## src/stm_regs.svh

```systemverilog
// register offsets, reset values and timing constants of the standard timer
`ifndef STM_REGS_SVH
`define STM_REGS_SVH
`define STM_OFF_CTRL_A      8'h00
`define STM_OFF_CTRL_B      8'h04
`define STM_OFF_CNT_LO      8'h08
`define STM_OFF_CNT_HI      8'h0C
`define STM_OFF_DUTY_LO     8'h10
`define STM_OFF_DUTY_HI     8'h14
`define STM_OFF_FLAGS       8'h18
`define STM_RST_BYTE        8'h00
`define STM_CNT_MAX         10'h3FF
`define STM_PERIOD_COMPARE_SHIFT      7
`define STM_DIV_SYS4        4
`define STM_DIV_H16         16
`define STM_DIV_H64         64
`endif

```

## src/stm_pkg.sv

```systemverilog
// types of the standard timer
package stm_pkg;
    typedef enum logic [1:0] {
        STM_MODE_CMP  = 2'h0,
        STM_MODE_CAP  = 2'h1,
        STM_MODE_PWM  = 2'h2,
        STM_MODE_TMR  = 2'h3
    } stm_mode_t;
    typedef struct packed {
        logic       run_pause;
        logic [2:0] clock_select;
        logic       counter_on;
        logic [2:0] period_compare;
    } stm_ctrl_a_t;
    typedef struct packed {
        stm_mode_t  mode_select;
        logic [1:0] pin_function;
        logic       output_level_ctl;
        logic       output_invert;
        logic       duty_period_swap;
        logic       clear_select;
    } stm_ctrl_b_t;
    typedef struct packed {
        logic        awvalid;
        logic [7:0]  awaddr;
        logic        wvalid;
        logic [31:0] wdata;
        logic [3:0]  wstrb;
        logic        bready;
        logic        arvalid;
        logic [7:0]  araddr;
        logic        rready;
    } stm_axi_req_t;
    typedef struct packed {
        logic        awready;
        logic        wready;
        logic        bvalid;
        logic [1:0]  bresp;
        logic        arready;
        logic        rvalid;
        logic [31:0] rdata;
        logic [1:0]  rresp;
    } stm_axi_rsp_t;
    // single pulse tracker states
    typedef enum logic [2:0] {
        STM_PS_IDLE = 3'b001,
        STM_PS_RUN  = 3'b010,
        STM_PS_DONE = 3'b100
    } stm_pulse_t;
endpackage : stm_pkg

```

## src/stm_timer.sv

```systemverilog
// standard timer: axi4-lite registers, 10-bit counter, comparators, output and capture
`timescale 1ns/1ns
`include "stm_regs.svh"
module stm_timer (
    // clock, reset, enable
    input  wire logic           CLOCK_IN,
    input  wire logic           SYS_RST_IN,
    input  wire logic           CLK_EN_IN,
    // internal clock ticks from the oscillator block, one cycle pulses
    input  wire logic           HIGH_TICK_IN,
    input  wire logic           SUB_TICK_IN,
    // pins
    input  wire logic           EXT_CLOCK_PIN_IN,
    input  wire logic           CAPTURE_INPUT_PIN_IN,
    output logic                TIMER_OUTPUT_PIN_OUT,
    // register bus
    input  stm_pkg::stm_axi_req_t AXI_REQ_IN,
    output stm_pkg::stm_axi_rsp_t AXI_RSP_OUT,
    // match flags, level
    output logic                MATCH_A_FLAG_OUT,
    output logic                MATCH_P_FLAG_OUT
);
    import stm_pkg::*;

    stm_ctrl_a_t ctrl_a_reg;
    stm_ctrl_b_t ctrl_b_reg;
    logic [9:0]  duty_reg;
    logic [9:0]  count_reg;
    logic        flag_a_reg;
    logic        flag_p_reg;
    logic        pin_reg;
    logic        on_d_reg;
    logic [5:0]  div_reg;
    logic [5:0]  hdiv_reg;
    logic [2:0]  ext_sync_reg;
    logic [2:0]  cap_sync_reg;
    stm_pulse_t  pulse_reg;

    // bus holding registers
    logic        aw_got_reg;
    logic        w_got_reg;
    logic [7:0]  aw_addr_reg;
    logic [31:0] w_data_reg;
    logic [3:0]  w_strb_reg;
    logic        bvalid_reg;
    logic [1:0]  bresp_reg;
    logic        rvalid_reg;
    logic [31:0] rdata_reg;
    logic [1:0]  rresp_reg;

    logic        on_rise;
    logic        tick;
    logic        ext_rise;
    logic        ext_fall;
    logic        cap_rise;
    logic        cap_fall;
    logic        cap_hit;
    logic        match_a;
    logic        match_p;
    logic        overflow;
    logic        clear_cnt;
    logic        do_write;
    logic        sp_stop;
    logic [9:0]  period_lim;
    logic [9:0]  duty_lim;
    logic        pwm_active;
    logic        pin_view;
    logic [3:0]  flag_clr;

    // synchronisers: only the later stages feed logic
    always_ff @(posedge CLOCK_IN) begin
        if (SYS_RST_IN) begin
            ext_sync_reg <= 3'h0;
            cap_sync_reg <= 3'h0;
        end else if (CLK_EN_IN) begin
            ext_sync_reg <= {ext_sync_reg[1:0], EXT_CLOCK_PIN_IN};
            cap_sync_reg <= {cap_sync_reg[1:0], CAPTURE_INPUT_PIN_IN};
        end
    end
    assign ext_rise = ext_sync_reg[1] & ~ext_sync_reg[2];
    assign ext_fall = ~ext_sync_reg[1] & ext_sync_reg[2];
    assign cap_rise = cap_sync_reg[1] & ~cap_sync_reg[2];
    assign cap_fall = ~cap_sync_reg[1] & cap_sync_reg[2];

    // prescalers; free running so a source switch needs no restart
    always_ff @(posedge CLOCK_IN) begin
        if (SYS_RST_IN) begin
            div_reg  <= 6'h0;
            hdiv_reg <= 6'h0;
        end else if (CLK_EN_IN) begin
            div_reg <= div_reg + 6'h1;
            if (HIGH_TICK_IN) begin
                hdiv_reg <= hdiv_reg + 6'h1;
            end
        end
    end

    // timer clock source select
    always_comb begin
        case (ctrl_a_reg.clock_select)
            3'h0:    tick = (div_reg[1:0] == 2'(`STM_DIV_SYS4 - 1));
            3'h1:    tick = 1'b1;
            3'h2:    tick = HIGH_TICK_IN && (hdiv_reg[3:0] == 4'(`STM_DIV_H16 - 1));
            3'h3:    tick = HIGH_TICK_IN && (hdiv_reg == 6'(`STM_DIV_H64 - 1));
            3'h4:    tick = SUB_TICK_IN;
            3'h5:    tick = SUB_TICK_IN;
            3'h6:    tick = ext_rise;
            3'h7:    tick = ext_fall;
            default: tick = 1'b0;
        endcase
    end

    // comparators
    assign on_rise    = ctrl_a_reg.counter_on & ~on_d_reg;
    // match on the last count of the period so one period is exactly N*128 ticks
    assign match_p    = (ctrl_a_reg.period_compare != 3'h0) &&
                        (count_reg == period_lim - 10'h1);
    assign overflow   = (count_reg == `STM_CNT_MAX);
    assign match_a    = (duty_reg != 10'h0) && (count_reg == duty_reg);
    assign period_lim = (ctrl_a_reg.period_compare == 3'h0) ? `STM_CNT_MAX :
                        {ctrl_a_reg.period_compare, 7'h0};

    // clear selection per mode
    always_comb begin
        case (ctrl_b_reg.mode_select)
            STM_MODE_PWM: begin
                if (ctrl_b_reg.duty_period_swap) begin
                    clear_cnt = match_a || overflow;
                end else begin
                    clear_cnt = match_p || overflow;
                end
            end
            STM_MODE_CAP: clear_cnt = overflow;
            default: begin
                if (ctrl_b_reg.clear_select) begin
                    clear_cnt = match_a || overflow;
                end else begin
                    clear_cnt = match_p || overflow;
                end
            end
        endcase
    end

    // the counter only ticks while on, not paused
    always_ff @(posedge CLOCK_IN) begin
        if (SYS_RST_IN) begin
            count_reg <= 10'h0;
            on_d_reg  <= 1'b0;
        end else if (CLK_EN_IN) begin
            on_d_reg <= ctrl_a_reg.counter_on;
            if (on_rise) begin
                count_reg <= 10'h0;
            end else if (ctrl_a_reg.counter_on && !ctrl_a_reg.run_pause && tick) begin
                if (clear_cnt && pulse_reg != STM_PS_DONE) begin
                    count_reg <= 10'h0;
                end else begin
                    count_reg <= count_reg + 10'h1;
                end
            end
        end
    end

    // capture edge select
    always_comb begin
        case (ctrl_b_reg.pin_function)
            2'h0:    cap_hit = cap_rise;
            2'h1:    cap_hit = cap_fall;
            2'h2:    cap_hit = cap_rise | cap_fall;
            default: cap_hit = 1'b0;
        endcase
    end

    // a match counts at the tick that leaves the matching value
    logic run_tick;
    logic single_pulse;
    assign run_tick     = ctrl_a_reg.counter_on && !ctrl_a_reg.run_pause && tick && !on_rise;
    assign single_pulse = (ctrl_b_reg.mode_select == STM_MODE_PWM) &&
                          (ctrl_b_reg.pin_function == 2'h3);
    assign sp_stop      = single_pulse && run_tick && match_a;
    assign do_write     = aw_got_reg && w_got_reg && !bvalid_reg;

    // flags: hardware set beats software clear
    always_ff @(posedge CLOCK_IN) begin
        if (SYS_RST_IN) begin
            flag_a_reg <= 1'b0;
            flag_p_reg <= 1'b0;
        end else if (CLK_EN_IN) begin
            if ((run_tick && match_a) ||
                (ctrl_b_reg.mode_select == STM_MODE_CAP && ctrl_a_reg.counter_on && cap_hit)) begin
                flag_a_reg <= 1'b1;
            end else if (flag_clr[0]) begin
                flag_a_reg <= 1'b0;
            end
            if (run_tick && match_p &&
                !(ctrl_b_reg.clear_select && ctrl_b_reg.mode_select != STM_MODE_PWM)) begin
                flag_p_reg <= 1'b1;
            end else if (flag_clr[1]) begin
                flag_p_reg <= 1'b0;
            end
        end
    end
    assign flag_clr = (do_write && aw_addr_reg == `STM_OFF_FLAGS && w_strb_reg[0]) ?
                      w_data_reg[3:0] : 4'h0;

    // control registers; capture and single pulse stop write from hardware
    always_ff @(posedge CLOCK_IN) begin
        if (SYS_RST_IN) begin
            ctrl_a_reg <= stm_ctrl_a_t'(`STM_RST_BYTE);
            ctrl_b_reg <= stm_ctrl_b_t'(`STM_RST_BYTE);
            duty_reg   <= 10'h0;
        end else if (CLK_EN_IN) begin
            if (do_write && w_strb_reg[0]) begin
                case (aw_addr_reg)
                    `STM_OFF_CTRL_A:  ctrl_a_reg     <= stm_ctrl_a_t'(w_data_reg[7:0]);
                    `STM_OFF_CTRL_B:  ctrl_b_reg     <= stm_ctrl_b_t'(w_data_reg[7:0]);
                    `STM_OFF_DUTY_LO: duty_reg[7:0]  <= w_data_reg[7:0];
                    `STM_OFF_DUTY_HI: duty_reg[9:8]  <= w_data_reg[1:0];
                    default: ;
                endcase
            end
            if (sp_stop) begin
                ctrl_a_reg.counter_on <= 1'b0;
            end
            if (ctrl_b_reg.mode_select == STM_MODE_CAP && ctrl_a_reg.counter_on && cap_hit) begin
                duty_reg <= count_reg;
            end
        end
    end

    // pwm duty/period roles
    assign duty_lim   = ctrl_b_reg.duty_period_swap ? period_lim : duty_reg;
    assign pwm_active = (count_reg < duty_lim);

    // single pulse tracker
    always_ff @(posedge CLOCK_IN) begin
        if (SYS_RST_IN) begin
            pulse_reg <= STM_PS_IDLE;
        end else if (CLK_EN_IN) begin
            case (pulse_reg)
                STM_PS_IDLE: if (on_rise) pulse_reg <= STM_PS_RUN;
                STM_PS_RUN:  if (!ctrl_a_reg.counter_on) pulse_reg <= STM_PS_DONE;
                STM_PS_DONE: if (on_rise) pulse_reg <= STM_PS_RUN;
                default:     pulse_reg <= STM_PS_IDLE;
            endcase
        end
    end

    // output pin level before polarity
    always_ff @(posedge CLOCK_IN) begin
        if (SYS_RST_IN) begin
            pin_reg <= 1'b0;
        end else if (CLK_EN_IN) begin
            case (ctrl_b_reg.mode_select)
                STM_MODE_CMP: begin
                    if (on_rise) begin
                        pin_reg <= ctrl_b_reg.output_level_ctl;
                    end else if (run_tick && match_a) begin
                        // equal levels leave the pin unchanged
                        case (ctrl_b_reg.pin_function)
                            2'h1:    pin_reg <= 1'b0;
                            2'h2:    pin_reg <= 1'b1;
                            2'h3:    pin_reg <= ~pin_reg;
                            default: pin_reg <= pin_reg;
                        endcase
                    end
                end
                STM_MODE_PWM: begin
                    case (ctrl_b_reg.pin_function)
                        2'h0:    pin_reg <= ~ctrl_b_reg.output_level_ctl;
                        2'h1:    pin_reg <= ctrl_b_reg.output_level_ctl;
                        2'h2:    pin_reg <= pwm_active ? ctrl_b_reg.output_level_ctl :
                                                        ~ctrl_b_reg.output_level_ctl;
                        default: pin_reg <= (ctrl_a_reg.counter_on && !sp_stop) ?
                                            ctrl_b_reg.output_level_ctl :
                                            ~ctrl_b_reg.output_level_ctl;
                    endcase
                end
                default: pin_reg <= 1'b0;
            endcase
        end
    end
    // timer mode ignores polarity; level there is not to be relied on
    assign pin_view = (ctrl_b_reg.mode_select == STM_MODE_TMR) ? pin_reg :
                      pin_reg ^ ctrl_b_reg.output_invert;
    always_ff @(posedge CLOCK_IN) begin
        if (SYS_RST_IN) begin
            TIMER_OUTPUT_PIN_OUT <= 1'b0;
        end else if (CLK_EN_IN) begin
            TIMER_OUTPUT_PIN_OUT <= pin_view;
        end
    end
    assign MATCH_A_FLAG_OUT = flag_a_reg;
    assign MATCH_P_FLAG_OUT = flag_p_reg;

    // axi write side: address and data taken in either order
    always_ff @(posedge CLOCK_IN) begin
        if (SYS_RST_IN) begin
            aw_got_reg  <= 1'b0;
            w_got_reg   <= 1'b0;
            aw_addr_reg <= 8'h00;
            w_data_reg  <= 32'h0000_0000;
            w_strb_reg  <= 4'h0;
            bvalid_reg  <= 1'b0;
            bresp_reg   <= 2'h0;
        end else if (CLK_EN_IN) begin
            if (AXI_REQ_IN.awvalid && !aw_got_reg) begin
                aw_got_reg  <= 1'b1;
                aw_addr_reg <= {AXI_REQ_IN.awaddr[7:2], 2'h0};
            end
            if (AXI_REQ_IN.wvalid && !w_got_reg) begin
                w_got_reg  <= 1'b1;
                w_data_reg <= AXI_REQ_IN.wdata;
                w_strb_reg <= AXI_REQ_IN.wstrb;
            end
            if (do_write) begin
                bvalid_reg <= 1'b1;
                bresp_reg  <= (aw_addr_reg > `STM_OFF_FLAGS ||
                               aw_addr_reg == `STM_OFF_CNT_LO ||
                               aw_addr_reg == `STM_OFF_CNT_HI) ? 2'h2 : 2'h0;
            end else if (bvalid_reg && AXI_REQ_IN.bready) begin
                bvalid_reg <= 1'b0;
                aw_got_reg <= 1'b0;
                w_got_reg  <= 1'b0;
            end
        end
    end

    // axi read side; counter bytes are live
    always_ff @(posedge CLOCK_IN) begin
        if (SYS_RST_IN) begin
            rvalid_reg <= 1'b0;
            rdata_reg  <= 32'h0000_0000;
            rresp_reg  <= 2'h0;
        end else if (CLK_EN_IN) begin
            if (AXI_REQ_IN.arvalid && !rvalid_reg) begin
                rvalid_reg <= 1'b1;
                rresp_reg  <= 2'h0;
                case ({AXI_REQ_IN.araddr[7:2], 2'h0})
                    `STM_OFF_CTRL_A:  rdata_reg <= {24'h0, ctrl_a_reg};
                    `STM_OFF_CTRL_B:  rdata_reg <= {24'h0, ctrl_b_reg};
                    `STM_OFF_CNT_LO:  rdata_reg <= {24'h0, count_reg[7:0]};
                    `STM_OFF_CNT_HI:  rdata_reg <= {30'h0, count_reg[9:8]};
                    `STM_OFF_DUTY_LO: rdata_reg <= {24'h0, duty_reg[7:0]};
                    `STM_OFF_DUTY_HI: rdata_reg <= {30'h0, duty_reg[9:8]};
                    `STM_OFF_FLAGS:   rdata_reg <= {30'h0, flag_p_reg, flag_a_reg};
                    default: begin
                        rdata_reg <= 32'h0000_0000;
                        rresp_reg <= 2'h2;
                    end
                endcase
            end else if (rvalid_reg && AXI_REQ_IN.rready) begin
                rvalid_reg <= 1'b0;
            end
        end
    end

    // handshake outputs
    always_comb begin
        AXI_RSP_OUT         = '0;
        AXI_RSP_OUT.awready = CLK_EN_IN && !aw_got_reg;
        AXI_RSP_OUT.wready  = CLK_EN_IN && !w_got_reg;
        AXI_RSP_OUT.bvalid  = bvalid_reg;
        AXI_RSP_OUT.bresp   = bresp_reg;
        AXI_RSP_OUT.arready = CLK_EN_IN && !rvalid_reg;
        AXI_RSP_OUT.rvalid  = rvalid_reg;
        AXI_RSP_OUT.rdata   = rdata_reg;
        AXI_RSP_OUT.rresp   = rresp_reg;
    end

    // checks
    cnt_on_clear_a: assert property (@(posedge CLOCK_IN) disable iff (SYS_RST_IN)
        (CLK_EN_IN && on_rise) |=> (count_reg == 10'h0))
        else $error("counter not cleared at switch on");
    pause_hold_a: assert property (@(posedge CLOCK_IN) disable iff (SYS_RST_IN)
        (CLK_EN_IN && ctrl_a_reg.run_pause && !on_rise) |=> $stable(count_reg))
        else $error("counter moved while paused");
    off_hold_a: assert property (@(posedge CLOCK_IN) disable iff (SYS_RST_IN)
        (CLK_EN_IN && !ctrl_a_reg.counter_on && on_d_reg == ctrl_a_reg.counter_on)
        |=> $stable(count_reg))
        else $error("counter moved while off");
    step_one_a: assert property (@(posedge CLOCK_IN) disable iff (SYS_RST_IN)
        (CLK_EN_IN && run_tick && !clear_cnt) |=> (count_reg == $past(count_reg) + 10'h1))
        else $error("counter did not step by one");
    p_flag_gate_a: assert property (@(posedge CLOCK_IN) disable iff (SYS_RST_IN)
        (ctrl_b_reg.clear_select && ctrl_b_reg.mode_select == STM_MODE_CMP && !flag_p_reg)
        |=> !flag_p_reg || !$past(ctrl_b_reg.clear_select))
        else $error("period flag set with duty clear");
    zero_duty_a: assert property (@(posedge CLOCK_IN) disable iff (SYS_RST_IN)
        (duty_reg == 10'h0) |-> !match_a)
        else $error("duty match with zero duty");
    init_level_a: assert property (@(posedge CLOCK_IN) disable iff (SYS_RST_IN)
        (CLK_EN_IN && on_rise && ctrl_b_reg.mode_select == STM_MODE_CMP)
        |=> (pin_reg == $past(ctrl_b_reg.output_level_ctl)))
        else $error("pin not at initial level");
    cap_copy_a: assert property (@(posedge CLOCK_IN) disable iff (SYS_RST_IN)
        (CLK_EN_IN && ctrl_b_reg.mode_select == STM_MODE_CAP && ctrl_a_reg.counter_on && cap_hit)
        |=> (duty_reg == $past(count_reg)) && flag_a_reg)
        else $error("capture did not copy counter");
endmodule : stm_timer

```

## config.mk

```make
export PLATFORM = sky130hd
export DESIGN_NAME = stm_timer
export DESIGN_NICKNAME = d
export VERILOG_FILES = /design/src/stm_pkg.sv /design/src/stm_timer.sv
export VERILOG_INCLUDE_DIRS = /design/src
export SDC_FILE = /design/constraint.sdc
export NUM_CORES = 1
export LEC_CHECK = 0
export BUFFER_PORTS_ARGS = -buffer_cell sky130_fd_sc_hd__buf_2
export CORE_MARGIN = 4
export CORE_UTILIZATION = 51
export CTS_BUF_LIST = sky130_fd_sc_hd__clkbuf_2 sky130_fd_sc_hd__clkbuf_4 sky130_fd_sc_hd__clkbuf_8
export CTS_CLUSTER_DIAMETER = 40
export CTS_CLUSTER_SIZE = 40
export DETAILED_ROUTE_END_ITERATION = 8
export HOLD_SLACK_MARGIN = 0.12
export PLACE_DENSITY = 0.72
export SETUP_SLACK_MARGIN = 0.15
export SLEW_MARGIN = 20
export SYNTH_ARGS = -nofsm -noshare
export SYNTH_HDL_FRONTEND = slang
export SYNTH_SLANG_ARGS = --single-unit
```

## constraint.sdc

```tcl
create_clock -name CLOCK_IN -period 4.04 [get_ports CLOCK_IN]
set_input_delay 0.808 -clock CLOCK_IN [delete_from_list [all_inputs] [get_ports CLOCK_IN]]
set_output_delay 0.808 -clock CLOCK_IN [all_outputs]
set_load 0.005 [all_outputs]
```

After elaboration in Yosys (flattened, before gate mapping). Cells that the tools add are included. Widths: inputs -> output; s select.

Bits of input ports: 64. Memories: 0. Register bits after elaboration: 117. Latch bits: 0. Memory bits (read-only): 0. Word-level logic and storage cells: 221. Output and inout port bits: 44. Memory bits (writable): 0.

Muxes and demuxes: 46. Div/mod/pow operators: 0. Equal/unequal tests: 40. Add/subtract/negate cells: 4. Reduce and logical (&&, ||, !) cells: 82. Order comparisons: 2. Multipliers: 0. Shift operators: 0. Bitwise gates (word level): 14.

Operators with widths (number): $mux 10 (7); $pmux 8 s7 (1); $eq 6x3->1 const B (6); $logic_and 1x1->1 (31); $eq 6x2->1 const B (4); $mux 1 (22); $reduce_and 3->1 (7); $eq 10x10->1 (2); $reduce_and 2->1 (10); $reduce_bool 2->1 (10); $eq 3x3->1 const B (5); $add 6x1->6 const B (2); $eq 6x1->1 const B (2); $add 10x1->10 const B (1); $eq 10x10->1 const B (1); $eq 2x2->1 const B (5); $lt 10x10->1 (1); $reduce_bool 10->1 (1); $sub 10x1->10 const B (1); $eq 3x2->1 const B (3); $pmux 1 s3 (3); $gt 8x5->1 const B (1); $logic_not 1->1 (8); $logic_not 8->1 (1); other kinds (26) (53).

Depth between registers and ports, before layout.
Word-level depth: 12. Gate-level depth with buffers: 10. Depth with buffers taken out: 10.

Worst setup path after synthesis. Ideal clock, no wire load.

Kind: input-to-output. From: input CLK_EN_IN. To: output AXI_RSP_OUT[39] (netlist name). Stages: 4. Path slack: 1.459 ns. Data arrival time: 1.773 ns. Data required time: 3.232 ns. Path buffers: 3. Path through: clkbuf_1 -> clkbuf_1 -> clkbuf_1 -> nor2b_1.

RTL lines: start, declared (RTL line stm_timer.sv:8) `input wire logic CLK_EN_IN,`; end, declared (RTL line stm_timer.sv:18) `output stm_pkg::stm_axi_rsp_t AXI_RSP_OUT,`.

Worst setup path after layout.
From: register ctrl_a_reg[0] (netlist name). To: register pin_reg.

Word-level cells in the longest chain between the ends: 7.

RTL lines: start, declared (RTL line stm_timer.sv:25) `stm_ctrl_a_t ctrl_a_reg;`; start signal, assigned (RTL line stm_timer.sv:208) `` ctrl_a_reg <= stm_ctrl_a_t'(`STM_RST_BYTE); ``; start signal, assigned (RTL line stm_timer.sv:214) `` `STM_OFF_CTRL_A: ctrl_a_reg <= stm_ctrl_a_t'(w_data_reg[7:0]); ``; $logic_not 3->1 (RTL line stm_timer.sv:120) `` assign period_lim = (ctrl_a_reg.period_compare == 3'h0) ? `STM_CNT_MAX : ``; $mux 10 (*) (RTL line stm_timer.sv:120); $mux 10 (*) (RTL line stm_timer.sv:231) `assign duty_lim = ctrl_b_reg.duty_period_swap ? period_lim : duty_reg;`; $lt 10x10->1 (*) (RTL line stm_timer.sv:232) `assign pwm_active = (count_reg < duty_lim);`; $mux 1 (*) (RTL line stm_timer.sv:271) `2'h2: pin_reg <= pwm_active ? ctrl_b_reg.output_level_ctl :`; $pmux 1 s3 (*) (RTL line stm_timer.sv:268) `case (ctrl_b_reg.pin_function)`; $pmux 1 s2 (*) (RTL line stm_timer.sv:253) `case (ctrl_b_reg.mode_select)`; end signal, assigned (RTL line stm_timer.sv:269) `2'h0: pin_reg <= ~ctrl_b_reg.output_level_ctl;`; end signal, assigned (RTL line stm_timer.sv:270) `2'h1: pin_reg <= ctrl_b_reg.output_level_ctl;`; end signal, assigned (RTL line stm_timer.sv:271); end, declared (RTL line stm_timer.sv:31) `logic pin_reg;`.

Mark *: on every way between the ends. The rest lies on a longest branch, timed or not. A chain may end at the register's enable or synchronous reset.

==> impl_metrics.env <==
export IMPL_fin_skew_ns=0.0113
export IMPL_postCtsHoldBufs=0
export IMPL_tritoncts="built"
export IMPL_gp_congestion=0.903
export IMPL_finalHoldViolations=0
export IMPL_clk_pin_slew_ns=0.09
export IMPL_clk_latency_ns=0.36
export IMPL_fin_cells=779
export IMPL_dp_final_hpwl_um=9080
export IMPL_nNetsFinal=727
export IMPL_ant_nets=0
export IMPL_grt_usage=0.222
export IMPL_pwr_share_comb=0.069
export IMPL_ys_types=64
export IMPL_top_layer="met4"
export IMPL_cts_root_buf="clkbuf_8"
export IMPL_grt_overflow=0
export IMPL_met1_length_um=5580
export IMPL_cts_setup_buffers=0
export IMPL_port_buffers=50
export IMPL_start_util=0.522
export IMPL_switching_share=0.244
export IMPL_cts_buffers=9
export IMPL_rsz0062_at_grt="false"
export IMPL_antenna_found_initial=0
export IMPL_cts_buffer_depth=2
export IMPL_min_path_type="reg2reg"
export IMPL_vias_per_cell=5.73
export IMPL_seq_power_share=0.528
export IMPL_rows=36
export IMPL_synth_edf_count=0
export IMPL_wl_met2_um=5770
export IMPL_required_ns=4.25
export IMPL_crit_type="reg2reg"
export IMPL_p_clk_frac=0.403
export IMPL_fmax_mhz=331
export IMPL_run_status="complete, no violations"
export IMPL_dieArea_um2=11600
export IMPL_synth_seq_cells=87
export IMPL_max_slew_worst_pin_slew_ns=0.798
export IMPL_wl_per_cell_um=15.8
export IMPL_syn_avg_cell_area_um2=8.31
export IMPL_yosys_warnings=0
export IMPL_max_slew_margin=0.464
export IMPL_p_int_uw=1280
export IMPL_p_leak_uw=0.00223
export IMPL_syn_area_um2=5080
export IMPL_grt_pass1_vias=4210
export IMPL_crit_fanout=9
export IMPL_ioPinCount=108
export IMPL_switchingPower_uw=412
export IMPL_wl_met3_um=739
export IMPL_drt_initial_drc_count=314
export IMPL_firstDrtPassIters=5
export IMPL_synthCells=611
export IMPL_power_density_nw_per_um2=307
export IMPL_min_period_ns=3.02
export IMPL_core_um2=9730
export IMPL_tns_ns=0
export IMPL_die_h_um=108
export IMPL_htree_levels=3
export IMPL_die_w_um=108
export IMPL_crit_arrival_ns=3.23
export IMPL_cts_sinks=87
export IMPL_wirelength_um=12300
export IMPL_ys_seq_area_frac=0.343
export IMPL_n_antenna_cell=0
export IMPL_drc=0
export IMPL_setup_violations_final=0
export IMPL_grt_start_max_net_pins=57
export IMPL_cp_end_kind="flip-flop"
export IMPL_ctsResizeCount=0
export IMPL_drive_gt1_frac=0.132
export IMPL_crit_path_start_kind="flip-flop"
export IMPL_dp_cells=763
export IMPL_drv_cap=0
export IMPL_post_route_period_util=0.748
export IMPL_area_growth_pct=8.33
export IMPL_slew_violations=0
export IMPL_synth_flop_cell="dfxtp_1"
export IMPL_grt_pass1_wl_um=20500
export IMPL_synthArstFlopShare=0
export IMPL_ir_worst_vdd_mv=0.235
export IMPL_vias=4466
[cell families after synthesis]
kind of cell	Yosys count	share of synthesized area
muxes	50	0.105
and+or+nand+nor	225	0.212
adders and majority gates	22	0.0542
xor gates and xnor gates	20	0.0345
other	1	0.000739
DFF	87	0.343
AOI/OAI and AO/OA	128	0.169
buffers and inverters	78	0.0813
[critical path: stages, from the launching register on]
cell      delay [ns]
dfxtp_1         0.38
o31ai_1         0.71
o21ai_0         0.25
ha_1            0.33
o2111a_1        0.22
a221oi_1        0.30
nor3_1          0.13
o2111a_1        0.25
nor4_1          0.19
a221oi_1        0.12
[metrics by stage]
stage / worst slack [ns] / util / hold WS, ns / power [uW] / cell area, um2
2_1_floorplan: 1.46 / - / 0.448 / 1010 / 5170
3_3_place_gp: 1.18 / 0.542 / 0.439 / 1020 / 5280
3_5_place_dp: 1.05 / 0.542 / 0.445 / 1030 / 5280
4_1_cts: 1.03 / 0.565 / 0.456 / 1700 / 5500
5_1_grt: 0.733 / 0.565 / 0.500 / 1760 / 5500
6_report: 1.02 / 0.565 / 0.455 / 1690 / 5500
[path summary, 6_finish.rpt]
path,slack (ns),cells after the start,from,endpoint
setup reg to reg,1.02,9,ctrl_a_reg[0],pin_reg
hold reg to reg,0.45,2,rdata_reg[0],rdata_reg[0]
hold / removal,0.45,2,rdata_reg[0],rdata_reg[0]
setup / recovery,1.02,9,ctrl_a_reg[0],pin_reg
[placed cells by master, fill, tap and decap left out, types with 6 or more instances in the layout]
master and count:
nand2b_1 6, clkbuf_8 9, mux2i_1 47, nor4_1 10
nand2_1 61, conb_1 26, xor2_1 15, ha_1 22
a22oi_1 6, nor3_1 6, nor2b_1 7, a21oi_1 41
nand3_1 14, o21ai_0 23, nor2_1 79, dfxtp_1 87
a211oi_1 13, buf_2 50, nand4_1 8, inv_1 18
[Yosys cell counts (6+ instances only)]
master,instances,area (um2)
dfxtp_1,87,1740
nor2_1,79,297
nand2_1,61,229
mux2i_1,47,470
a21oi_1,41,205
buf_4,29,218
o21ai_0,23,115
clkbuf_1,22,82.6
ha_1,22,275
inv_1,18,67.6
xor2_1,15,131
nand3_1,14,70.1
a211oi_1,13,97.6
nor4_1,10,62.6
nand4_1,8,50.1
buf_2,7,35.0
nor2b_1,7,43.8
nor3_1,7,35.0
a22oi_1,6,45.0
nand2b_1,6,37.5
[power by group through the flow]
stage	logic [uW]	clock network [uW]	registers, uW
2_1_floorplan	99.1	0	906
3_3_place_gp	113	0	910
3_5_place_dp	116	0	911
4_1_cts	116	695	891
5_1_grt	133	738	894
6_report	117	681	892
[routing by layer]
metal | up-vias | GRT usage
li1 | 2184 | -
met1 | 2113 | 0.297
met2 | 149 | 0.356
met3 | 20 | 0.0384
met4 | 0 | 0.0848
met5 | - | 0
[cell type report]
cell class / count / area (um2)
fillers: 912 / 4230
multi-input cells: 471 / 3020
flip-flops and latches: 87 / 1740
repair buffers: 53 / 273
well taps: 133 / 166
clock buffers: 10 / 131
clock inverters: 6 / 92.6
inverters: 19 / 73.8
No activity file was read; power rests on OpenSTA's default activity.
